==> src/hdl/wake_timer_consts.svh <==
// Register indices, field positions, reset values and divider codes of the wake-up timer
`ifndef WAKE_TIMER_CONSTS_SVH
`define WAKE_TIMER_CONSTS_SVH

// Register indices; byte address is four times the index
`define IDX_T3_COUNT_HIGH    8'h21
`define IDX_T3_COUNT_LOW     8'h22
`define IDX_CONTROL          8'h23
`define IDX_RELOAD_HIGH      8'h24
`define IDX_RELOAD_LOW       8'h25
`define IDX_COUNT_HIGH       8'h26
`define IDX_COUNT_LOW        8'h27
`define IDX_IRQ_STATUS       8'h30
`define IDX_IRQ_MASK         8'h31

// Control register fields
`define BIT_RUNNING          7
`define BIT_RUN_WRITE_EN     6
`define BIT_AUTO_TRIM        5
`define BIT_AUTO_CARD_DETECT 4
`define BIT_AUTO_RELOAD      3
`define BIT_AUTO_WAKE        2
`define CLK_SEL_MSB          1
`define CLK_SEL_LSB          0

// Interrupt status bits
`define IRQ_UNDERFLOW        0
`define IRQ_CARD_FOUND       1
`define IRQ_DETECT_EMPTY     2
`define IRQ_COUNT            3

// Reset values
`define CONTROL_RESET        6'h00
`define RELOAD_RESET         16'h0000
`define MASK_RESET           3'h0

// Clock select codes and prescaler terminal counts (divisor minus one)
`define CLK_SEL_DIV1         2'h0
`define CLK_SEL_DIV8         2'h1
`define CLK_SEL_DIV16        2'h2
`define CLK_SEL_DIV32        2'h3
`define TERM_DIV1            5'h00
`define TERM_DIV8            5'h07
`define TERM_DIV16           5'h0F
`define TERM_DIV32           5'h1F

`endif

==> src/hdl/wake_timer_pkg.sv <==
// Types shared by the wake-up timer modules
package wake_timer_pkg;
   typedef logic [15:0] count_t;
   typedef logic [1:0]  clock_select_t;
   typedef enum logic [1:0] {
      CD_IDLE,
      CD_FIELD,
      CD_RESULT
   } card_detect_state_t;
endpackage

==> src/hdl/tick_if.sv <==
// Interface between the timer core and its tick prescaler
`timescale 1ns/1ps
`default_nettype none
interface tick_if;
   logic [1:0] sel;
   logic       clear;
   logic       tick;
   modport ctrl  (output sel, output clear, input tick);
   modport presc (input sel, input clear, output tick);
endinterface
`default_nettype wire

==> src/hdl/tick_prescaler.sv <==
// Prescaler that turns oscillator ticks into wake-up timer ticks
`timescale 1ns/1ps
`default_nettype none
`include "wake_timer_consts.svh"
module tick_prescaler #(
   parameter int DIV_W = 5
) (
   // Clock and reset
   input  wire logic ref_clk,
   input  wire logic rst,
   // Oscillator tick, one cycle per oscillator period
   input  wire logic lfo_tick,
   // Control side
   tick_if.presc     tp
);
   import wake_timer_pkg::*;

   logic [DIV_W-1:0] cnt_q;
   logic [DIV_W-1:0] cnt_d;
   logic [DIV_W-1:0] term;
   logic             at_term;

   // Terminal count chosen by the clock select code
   assign term = (tp.sel == `CLK_SEL_DIV1)  ? `TERM_DIV1  :
                 (tp.sel == `CLK_SEL_DIV8)  ? `TERM_DIV8  :
                 (tp.sel == `CLK_SEL_DIV16) ? `TERM_DIV16 : `TERM_DIV32;
   assign at_term = (cnt_q >= term);
   assign tp.tick = lfo_tick & at_term;
   // Clear aligns the first tick to a full period after start
   assign cnt_d = tp.clear ? '0 :
                  !lfo_tick ? cnt_q :
                  at_term ? '0 : cnt_q + 1'b1;

   // Divider count
   always_ff @(posedge ref_clk) begin
      if (rst) begin
         cnt_q <= '0;
      end else begin
         cnt_q <= cnt_d;
      end
   end
endmodule
`default_nettype wire

==> src/hdl/wakeup_timer_block.sv <==
// Wake-up timer: down counter, event launch, card-detect sequencing and AHB-Lite registers
//
// Added by the designer: the AHB-Lite register port.
`timescale 1ns/1ps
`default_nettype none
`include "wake_timer_consts.svh"
module wakeup_timer_block (
   // Clock and reset
   input  wire logic                   ref_clk,
   input  wire logic                   rst,
   // AHB-Lite slave
   input  wire logic                   hsel,
   input  wire logic [31:0]            haddr,
   input  wire logic [1:0]             htrans,
   input  wire logic                   hwrite,
   input  wire logic [2:0]             hsize,
   input  wire logic [31:0]            hwdata,
   input  wire logic                   hready,
   output logic      [31:0]            hrdata,
   output logic                        hreadyout,
   output logic                        hresp,
   // Low-frequency oscillator tick
   input  wire logic                   lfo_tick,
   // Third timer, owned elsewhere
   input  wire wake_timer_pkg::count_t third_timer_count,
   input  wire logic                   third_timer_underflow,
   // Card detection analog path and trimming engine
   input  wire logic                   card_result_valid,
   input  wire logic                   card_present,
   input  wire logic                   trim_done,
   // Requests to the rest of the chip
   output logic                        wake_up_req,
   output logic                        trim_start,
   output logic                        card_detect_start,
   output logic                        rf_field_enable,
   output logic                        power_down_req,
   // Interrupt
   output logic                        wake_timer_irq
);
   import wake_timer_pkg::*;

   // Register index decode, used by both the write and read paths
   function automatic logic is_reg(input logic [7:0] idx, input logic [7:0] want);
      is_reg = (idx == want);
   endfunction

   tick_if tck ();

   // Bus phase state
   logic [7:0]               idx_q;
   logic                     wr_pend_q;
   logic [31:0]              hrdata_q;
   logic [31:0]              rd_value;
   logic                     addr_take;
   logic [7:0]               addr_idx;

   // Control and data state
   logic                     running_q;
   logic                     running_d;
   logic [5:0]               cfg_q;
   logic [5:0]               cfg_d;
   count_t                   reload_q;
   count_t                   reload_d;
   count_t                   count_q;
   count_t                   count_d;
   logic [`IRQ_COUNT-1:0]    status_q;
   logic [`IRQ_COUNT-1:0]    status_d;
   logic [`IRQ_COUNT-1:0]    mask_q;
   logic [`IRQ_COUNT-1:0]    mask_d;
   logic [`IRQ_COUNT-1:0]    irq_event;
   logic [`IRQ_COUNT-1:0]    irq_clear;
   card_detect_state_t       cd_state_q;
   card_detect_state_t       cd_state_d;

   // Registered outputs
   logic                     wake_up_req_q;
   logic                     trim_start_q;
   logic                     card_detect_start_q;
   logic                     rf_field_q;
   logic                     power_down_req_q;
   logic                     irq_q;

   // Decoded writes
   logic                     wr_ctrl;
   logic                     wr_reload_hi;
   logic                     wr_reload_lo;
   logic                     wr_status;
   logic                     wr_mask;
   logic                     start_wr;
   logic                     stop_wr;

   // Counter events
   logic                     auto_trim;
   logic                     auto_card_detect;
   logic                     auto_reload;
   logic                     auto_wake;
   logic                     tick;
   logic                     at_zero;
   logic                     underflow;
   logic                     keep_counting;
   logic                     cd_launch;
   logic                     cd_found;
   logic                     cd_empty;

   // Hreadyout is tied high, so no transfer is ever stretched
   // Index bits above [9:2] are ignored; the map aliases every 1 KiB
   // Address phase is taken when selected, bus ready and transfer is NONSEQ or SEQ
   assign addr_take = hsel & hready & htrans[1];
   assign addr_idx  = haddr[9:2];

   // Write decode in the data phase; only word transfers are issued, so hsize is not checked
   assign wr_ctrl      = wr_pend_q & is_reg(idx_q, `IDX_CONTROL);
   assign wr_reload_hi = wr_pend_q & is_reg(idx_q, `IDX_RELOAD_HIGH);
   assign wr_reload_lo = wr_pend_q & is_reg(idx_q, `IDX_RELOAD_LOW);
   assign wr_status    = wr_pend_q & is_reg(idx_q, `IDX_IRQ_STATUS);
   assign wr_mask      = wr_pend_q & is_reg(idx_q, `IDX_IRQ_MASK);

   // A control write may change running only if it also sets the write-enable bit
   assign start_wr = wr_ctrl & hwdata[`BIT_RUN_WRITE_EN] & hwdata[`BIT_RUNNING];
   assign stop_wr  = wr_ctrl & hwdata[`BIT_RUN_WRITE_EN] & ~hwdata[`BIT_RUNNING];

   // Configuration fields
   assign auto_trim        = cfg_q[`BIT_AUTO_TRIM];
   assign auto_card_detect = cfg_q[`BIT_AUTO_CARD_DETECT];
   assign auto_reload      = cfg_q[`BIT_AUTO_RELOAD];
   assign auto_wake        = cfg_q[`BIT_AUTO_WAKE];

   // The divider sits in its own module so its width can change
   // without touching the register logic
   // Prescaler hookup; a start realigns the divider so the first period is whole
   assign tck.sel   = cfg_q[`CLK_SEL_MSB:`CLK_SEL_LSB];
   assign tck.clear = start_wr;
   assign tick      = tck.tick;

   tick_prescaler #(
      .DIV_W (5)
   ) u_prescaler (
      .ref_clk  (ref_clk),
      .rst      (rst),
      .lfo_tick (lfo_tick),
      .tp       (tck.presc)
   );

   // Ticks while stopped are ignored and never move the count
   // Underflow is the tick that finds the counter at zero
   assign at_zero       = (count_q == 16'h0000);
   assign underflow     = running_q & tick & at_zero;
   // Card detection forces a gapless reload even without auto-reload
   assign keep_counting = auto_reload | auto_card_detect;

   // Reload N spans N+1 ticks: the tick finding zero is the underflow
   // A reload of zero thus underflows on every tick
   // Counter next value: start load beats underflow reload beats decrement
   assign count_d = start_wr                  ? reload_q :
                    underflow & keep_counting ? reload_q :
                    running_q & tick & !at_zero ? count_q - 16'h0001 :
                    count_q;

   // A stop write racing an underflow still lets the flag set,
   // so software may see one late interrupt after stopping
   // Running state; a stop write wins over the same-cycle underflow
   assign running_d = start_wr ? 1'b1 :
                      stop_wr ? 1'b0 :
                      (underflow & !keep_counting) ? 1'b0 : running_q;

   // Clock select changes act at once; the divider is not cleared,
   // so the first period after such a change may be short
   // Configuration bits take every control write; bits 7 and 6 are not stored here
   assign cfg_d = wr_ctrl ? hwdata[5:0] : cfg_q;

   // Bytes are written separately; a start or a reloading underflow copies the word,
   // so a half-written value can reach a counter that reloads
   // Reload bytes; a new value reaches the counter at the next start or reloading underflow
   assign reload_d = {wr_reload_hi ? hwdata[7:0] : reload_q[15:8],
                      wr_reload_lo ? hwdata[7:0] : reload_q[7:0]};

   assign mask_d = wr_mask ? hwdata[`IRQ_COUNT-1:0] : mask_q;

   // Dropping a busy launch bounds the field time per period,
   // at the cost of a missed detection slot
   // Card detection launches only from idle; an underflow mid-sequence is not queued
   assign cd_launch = underflow & auto_card_detect & (cd_state_q == CD_IDLE);
   assign cd_found  = (cd_state_q == CD_RESULT) & card_result_valid & card_present;
   assign cd_empty  = (cd_state_q == CD_RESULT) & card_result_valid & !card_present;

   // Card detection sequence: field on while the third timer counts, then await the verdict
   always_comb begin
      cd_state_d = cd_state_q;
      case (cd_state_q)
         CD_IDLE: begin
            if (cd_launch) begin
               cd_state_d = CD_FIELD;
            end
         end
         CD_FIELD: begin
            if (third_timer_underflow) begin
               cd_state_d = CD_RESULT;
            end
         end
         CD_RESULT: begin
            if (card_result_valid) begin
               cd_state_d = CD_IDLE;
            end
         end
         default: begin
            cd_state_d = CD_IDLE;
         end
      endcase
   end

   // Events are one-cycle strobes; status turns them into levels
   // Interrupt sources
   assign irq_event[`IRQ_UNDERFLOW]    = underflow;
   assign irq_event[`IRQ_CARD_FOUND]   = cd_found;
   assign irq_event[`IRQ_DETECT_EMPTY] = cd_empty;
   assign irq_clear = wr_status ? hwdata[`IRQ_COUNT-1:0] : '0;

   // Writing back the value read clears only the events seen;
   // a newer event in the same cycle survives
   // Sticky status bits; a set in the clearing cycle wins so no event is lost
   genvar gi;
   generate
      for (gi = 0; gi < `IRQ_COUNT; gi = gi + 1) begin : g_status
         assign status_d[gi] = irq_event[gi] | (status_q[gi] & ~irq_clear[gi]);
      end
   endgenerate

   // Read mux uses next values so a read right after a write sees that write
   always_comb begin
      rd_value = 32'h0000_0000;
      if (is_reg(addr_idx, `IDX_T3_COUNT_HIGH)) begin
         rd_value[7:0] = third_timer_count[15:8];
      end else if (is_reg(addr_idx, `IDX_T3_COUNT_LOW)) begin
         rd_value[7:0] = third_timer_count[7:0];
      end else if (is_reg(addr_idx, `IDX_CONTROL)) begin
         rd_value[7:0] = {running_d, 1'b0, cfg_d};
      end else if (is_reg(addr_idx, `IDX_RELOAD_HIGH)) begin
         rd_value[7:0] = reload_d[15:8];
      end else if (is_reg(addr_idx, `IDX_RELOAD_LOW)) begin
         rd_value[7:0] = reload_d[7:0];
      end else if (is_reg(addr_idx, `IDX_COUNT_HIGH)) begin
         rd_value[7:0] = count_d[15:8];
      end else if (is_reg(addr_idx, `IDX_COUNT_LOW)) begin
         rd_value[7:0] = count_d[7:0];
      end else if (is_reg(addr_idx, `IDX_IRQ_STATUS)) begin
         rd_value[`IRQ_COUNT-1:0] = status_d;
      end else if (is_reg(addr_idx, `IDX_IRQ_MASK)) begin
         rd_value[`IRQ_COUNT-1:0] = mask_d;
      end
   end

   // Read data is captured at the address edge, so a count byte
   // shows the count when the read was issued; the two count
   // bytes come from separate reads and may straddle a tick
   // Bus phase registers; zero wait states, read data captured at the address edge
   always_ff @(posedge ref_clk) begin
      if (rst) begin
         idx_q     <= 8'h00;
         wr_pend_q <= 1'b0;
         hrdata_q  <= 32'h0000_0000;
      end else begin
         wr_pend_q <= addr_take & hwrite;
         if (addr_take) begin
            idx_q <= addr_idx;
         end
         if (addr_take & !hwrite) begin
            hrdata_q <= rd_value;
         end
      end
   end

   // Reload resets to zero, so a start with no reload written
   // underflows at the very first tick
   // Timer core registers
   always_ff @(posedge ref_clk) begin
      if (rst) begin
         running_q <= 1'b0;
         cfg_q     <= `CONTROL_RESET;
         reload_q  <= `RELOAD_RESET;
         count_q   <= `RELOAD_RESET;
      end else begin
         running_q <= running_d;
         cfg_q     <= cfg_d;
         reload_q  <= reload_d;
         count_q   <= count_d;
      end
   end

   // Interrupt is built from next values, so it moves on the same edge
   // as a status or mask change, and cannot glitch on a bus write
   // Interrupt registers
   always_ff @(posedge ref_clk) begin
      if (rst) begin
         status_q <= '0;
         mask_q   <= `MASK_RESET;
         irq_q    <= 1'b0;
      end else begin
         status_q <= status_d;
         mask_q   <= mask_d;
         irq_q    <= |(status_d & mask_d);
      end
   end

   // Field follows the next state: it rises with the launch pulse
   // and falls the cycle after the third timer interval ends
   // Card detection state
   always_ff @(posedge ref_clk) begin
      if (rst) begin
         cd_state_q <= CD_IDLE;
         rf_field_q <= 1'b0;
      end else begin
         cd_state_q <= cd_state_d;
         rf_field_q <= (cd_state_d == CD_FIELD);
      end
   end

   // Pulses are not stretched; receivers sample every cycle
   // Request pulses to the rest of the chip, one cycle each
   always_ff @(posedge ref_clk) begin
      if (rst) begin
         wake_up_req_q       <= 1'b0;
         trim_start_q        <= 1'b0;
         card_detect_start_q <= 1'b0;
         power_down_req_q    <= 1'b0;
      end else begin
         wake_up_req_q       <= underflow & auto_wake;
         trim_start_q        <= underflow & auto_trim;
         card_detect_start_q <= cd_launch;
         // Return to power-down only after an empty detection or a finished trim
         power_down_req_q    <= auto_wake & (cd_empty | trim_done);
      end
   end

   // Every response is OKAY; unmapped indices read zero
   // Outputs
   assign hrdata            = hrdata_q;
   assign hreadyout         = 1'b1;
   assign hresp             = 1'b0;
   assign wake_up_req       = wake_up_req_q;
   assign trim_start        = trim_start_q;
   assign card_detect_start = card_detect_start_q;
   assign rf_field_enable   = rf_field_q;
   assign power_down_req    = power_down_req_q;
   assign wake_timer_irq    = irq_q;
endmodule
`default_nettype wire

==> config.mk <==
export PLATFORM = sky130hd
export DESIGN_NAME = wakeup_timer_block
export DESIGN_NICKNAME = d
export VERILOG_FILES = /design/src/hdl/wake_timer_pkg.sv /design/src/hdl/tick_if.sv /design/src/hdl/tick_prescaler.sv /design/src/hdl/wakeup_timer_block.sv
export VERILOG_INCLUDE_DIRS = /design/src /design/src/hdl
export SDC_FILE = /design/constraint.sdc
export NUM_CORES = 1
export LEC_CHECK = 0
export CAP_MARGIN = 10
export CORE_ASPECT_RATIO = 1.1
export CORE_MARGIN = 2
export CORE_UTILIZATION = 35
export CTS_BUF_LIST = sky130_fd_sc_hd__clkbuf_8 sky130_fd_sc_hd__clkbuf_16
export DETAILED_ROUTE_END_ITERATION = 10
export DONT_BUFFER_PORTS = 1
export PLACE_DENSITY = 0.46
export SYNTH_ARGS = -nofsm -noshare
export SYNTH_HDL_FRONTEND = slang
export SYNTH_SLANG_ARGS = --single-unit
==> constraint.sdc <==
create_clock -name ref_clk -period 3.6 [get_ports ref_clk]
set_clock_uncertainty 0.15 [all_clocks]
set_input_delay 0.72 -clock ref_clk [delete_from_list [all_inputs] [get_ports ref_clk]]
set_output_delay 0.72 -clock ref_clk [all_outputs]
set_load 0.005 [all_outputs]
==> results.yml <==
outcome:
  status: "complete, no violations"
timing:
  period_share_pct: 93.3
  rsz0062_at_grt: "no"
  max_freq_ghz: 0.298
  worstMarginPinSlew_ns: 0.678
  setup_viol: 0
  hold_violations: 0
  slew_headroom_pct: 54.2
  final_max_slew_viol_count: 0
  min_period_ns: 3.36
  tns_ns: 0
setup_path:
  cp_data_arrival_time_ns: 3.45
  path_cells: "nor2_1, inv_1, ha_1, nand2b_1, a221oi_1, buf_4, o21a_1, a2111oi_0, a2111oi_1, buf_4, o21ai_0, o31a_1"
  cp-end-kind: "flip-flop"
  worst_r2r_endpoint: "hrdata[0]$_SDFFE_PP0P_"
  critical_path.top_delay_family: "compound AO/OA/AOI/OAI gates"
  critPathMostFrequentCell: "buf_4"
  critPathMaxFanout: 8
  timing.rr.start: "cfg_q[1]$_SDFF_PP0_"
  r2r_cells: 12
  crit_path_start_kind: "flip-flop"
  crit_slowest_cell: "a2111oi_1"
  critPathKind: "flip-flop to flip-flop"
  critPathBufInv: 3
  cpPeakStageDelay_ns: 0.65
  crit_required_ns: 3.69
  rrSetupSlack_ns: 0.24
logic_synthesis:
  syn_area_per_cell_um2: 7.97
  ys_seq_area_share_pct: 32.7
  netlist.area_leader.share_pct: 32.7
  yosys.area.top_type: "dfxtp_1"
  synth_ff_type: "dfxtp_1"
  ys_types: 73
  yosys_warnings: 0
  synth-seq-cells: 75
  async_flop_share_pct: 0
  synth-edff-count: 0
  synth_area_mm2: 0.00460
  synth_area_leaders: "dfxtp_1 33%, nor2_1 7.8%, mux2i_1 5.7%"
  postSynthCellCount: 577
place:
  hpwl_um: 11300
  place_inst: 723
  place.gp.congestion: 0.827
  port_buffers: 0
  dpl-instance-area_mm2: 0.00471
cells_and_area:
  areaGrowthSynthToFinish_pct: 9.28
  finalNonFillerCells: 739
  antenna_cells: 0
  fin_nets: 679
  layout_commonest_cell: "nor2_1"
  fin_area_mm2: 0.00502
  drive_gt1_share_pct: 10.7
  nFillCells: 1325
  final_cell_mix: "96 x nor2_1, 75 x dfxtp_1, 48 x nand2_1"
cts:
  cts.htree.levels: 3
  cts_tree: "built"
  clockRootBuffer: "clkbuf_16"
  insertion_delay_ns: 0.34
  post_cts_buffers: 0
  clkTransAtPathRegs_ns: 0.06
  cts_made_buffers: 9
  clock_path_buffers: 2
  clock-sinks: 75
grt:
  track_usage_pct: 21.2
  grt_overflow: 0
  grt_max_degree: 74
  grt_pass1_vias: 4054
  antenna_found_initial: 0
  grt_use_met3_pct: 3.80
  busiest_layer: "met2"
  grt_pass1_wl_um: 23300
  met2_usage_pct: 34.8
  grt_use_met1_pct: 27.6
die:
  dieArea_mm2: 0.0141
  io_pins: 135
  start_util_pct: 36.2
  dieHeight_um: 124
  die_width_um: 113
  fp-row-count: 43
  coreArea_mm2: 0.0127
routing:
  ant_nets: 0
  route.detailed.drc: 0
  drt_wl_total_um: 14800
  post_drt_wl_per_cell_um: 20.0
  via_count: 4209
  drt_iter0_drc: 255
  via_per_inst: 5.70
  dr.pass1.iters: 5
hold_path:
  hold_path.class: "input pin to flip-flop"
  hold_path_end: "reload_q[15]$_SDFF_PP0_"
  worstHoldStart: "rst"
  worstHoldPathCells: 1
power_and_ir_drop:
  p_leak_nw: 1.92
  ir_drop_uv: 214
  p_per_area_mw_per_mm2: 369
run:
  cap_viol_max_count: 0
## sequential cells by signal, summed over array words and instances, names as in the netlist
signal,count
trim_start,1
hrdata,8
power_down_req,1
mask_q,3
reload_q,16
idx_q,8
status_q,3
rf_field_enable,1
cfg_q,6
u_prescaler.cnt_q,5
count_q,16
wake_timer_irq,1
running_q,1
card_detect_start,1
wr_pend_q,1
cd_state_q,2
wake_up_req,1
## layout make-up
type,count,area (um^2),share of cell area (%)
Clock buffer,11,253,5.03
Tap cell,157,196,3.91
Inverter,14,52.6,1.05
Clock inverter,5,58.8,1.17
Timing Repair Buffer,22,165,3.29
Sequential cell,75,1500,29.9
Multi-Input combinational cell,455,2800,55.7
## what timing repair did
action,CTS,global route
endpoints found under the setup margin,0,1
gates resized for setup,0,1
hold buffers,0,0
## cell usage after synthesis, types with 12 or more instances
master / count
mux2i_1: 26
o21ai_0: 17
nor2_1: 96
dfxtp_1: 75
nand2_1: 48
nor3_1: 18
inv_1: 14
buf_4: 27
nand3_1: 18
clkbuf_1: 22
a211oi_1: 12
a21oi_1: 24
## per-layer routing
metal | vias to the layer above | share of wire, %
met5 | - | 0
met4 | 0 | 2.9
met3 | 25 | 4.8
met2 | 131 | 49
met1 | 1992 | 44
li1 | 2061 | -
## where the power goes
group	leakage [nW]	internal, mW	switching, mW
clock network	0.148	0.576	0.380
registers	0.605	0.835	0.00415
logic	1.17	0.0208	0.0362
total	1.92	1.43	0.421
## worst max path at each step
stage	startpoint	endpoint	slack [ns]	cells after the start
2_1_floorplan	cfg_q[1]$_SDFF_PP0_	hrdata[4]$_SDFFE_PP0P_	0.71	11
3_3_place_gp	cfg_q[1]$_SDFF_PP0_	hrdata[0]$_SDFFE_PP0P_	0.08	12
3_5_place_dp	cfg_q[1]$_SDFF_PP0_	hrdata[0]$_SDFFE_PP0P_	0.19	12
4_1_cts	cfg_q[1]$_SDFF_PP0_	hrdata[0]$_SDFFE_PP0P_	0.14	12
5_1_grt	cfg_q[1]$_SDFF_PP0_	hrdata[0]$_SDFFE_PP0P_	0.09	12
6_report	cfg_q[1]$_SDFF_PP0_	hrdata[0]$_SDFFE_PP0P_	0.24	12
## worst register-to-register path: cells and delay by family, from the launching register on
family / cells / cell delay (ns)
compound gates: 6 / 1.75
fa+ha+maj: 1 / 0.28
buf+inv: 3 / 0.46
flops: 1 / 0.33
simple gates: 2 / 0.28
## cell families (layout without fill, tap and decap cells)
logic type,Yosys count,after routing,synth area share (%)
other cells,2,26,0.163
xor+xnor,9,9,1.71
mux,28,28,6.15
fa+ha+maj,7,7,1.90
compound gates,136,136,21.3
buf+inv,71,52,8.49
flops,75,75,32.7
simple gates,249,249,27.6
## per-stage QoR
stage	setup slack, ns	hold slack, ns	util, %	power, mW
finish	0.241	0.292	39.6	1.85
global route	0.0898	0.292	39.6	1.91
CTS	0.141	0.287	39.6	1.87
detailed placement	0.191	0.312	37.1	0.914
global placement	0.0789	0.301	37.1	0.913
floorplan	0.711	0.280	-	0.938
No activity file was read; power rests on OpenSTA's default activity.
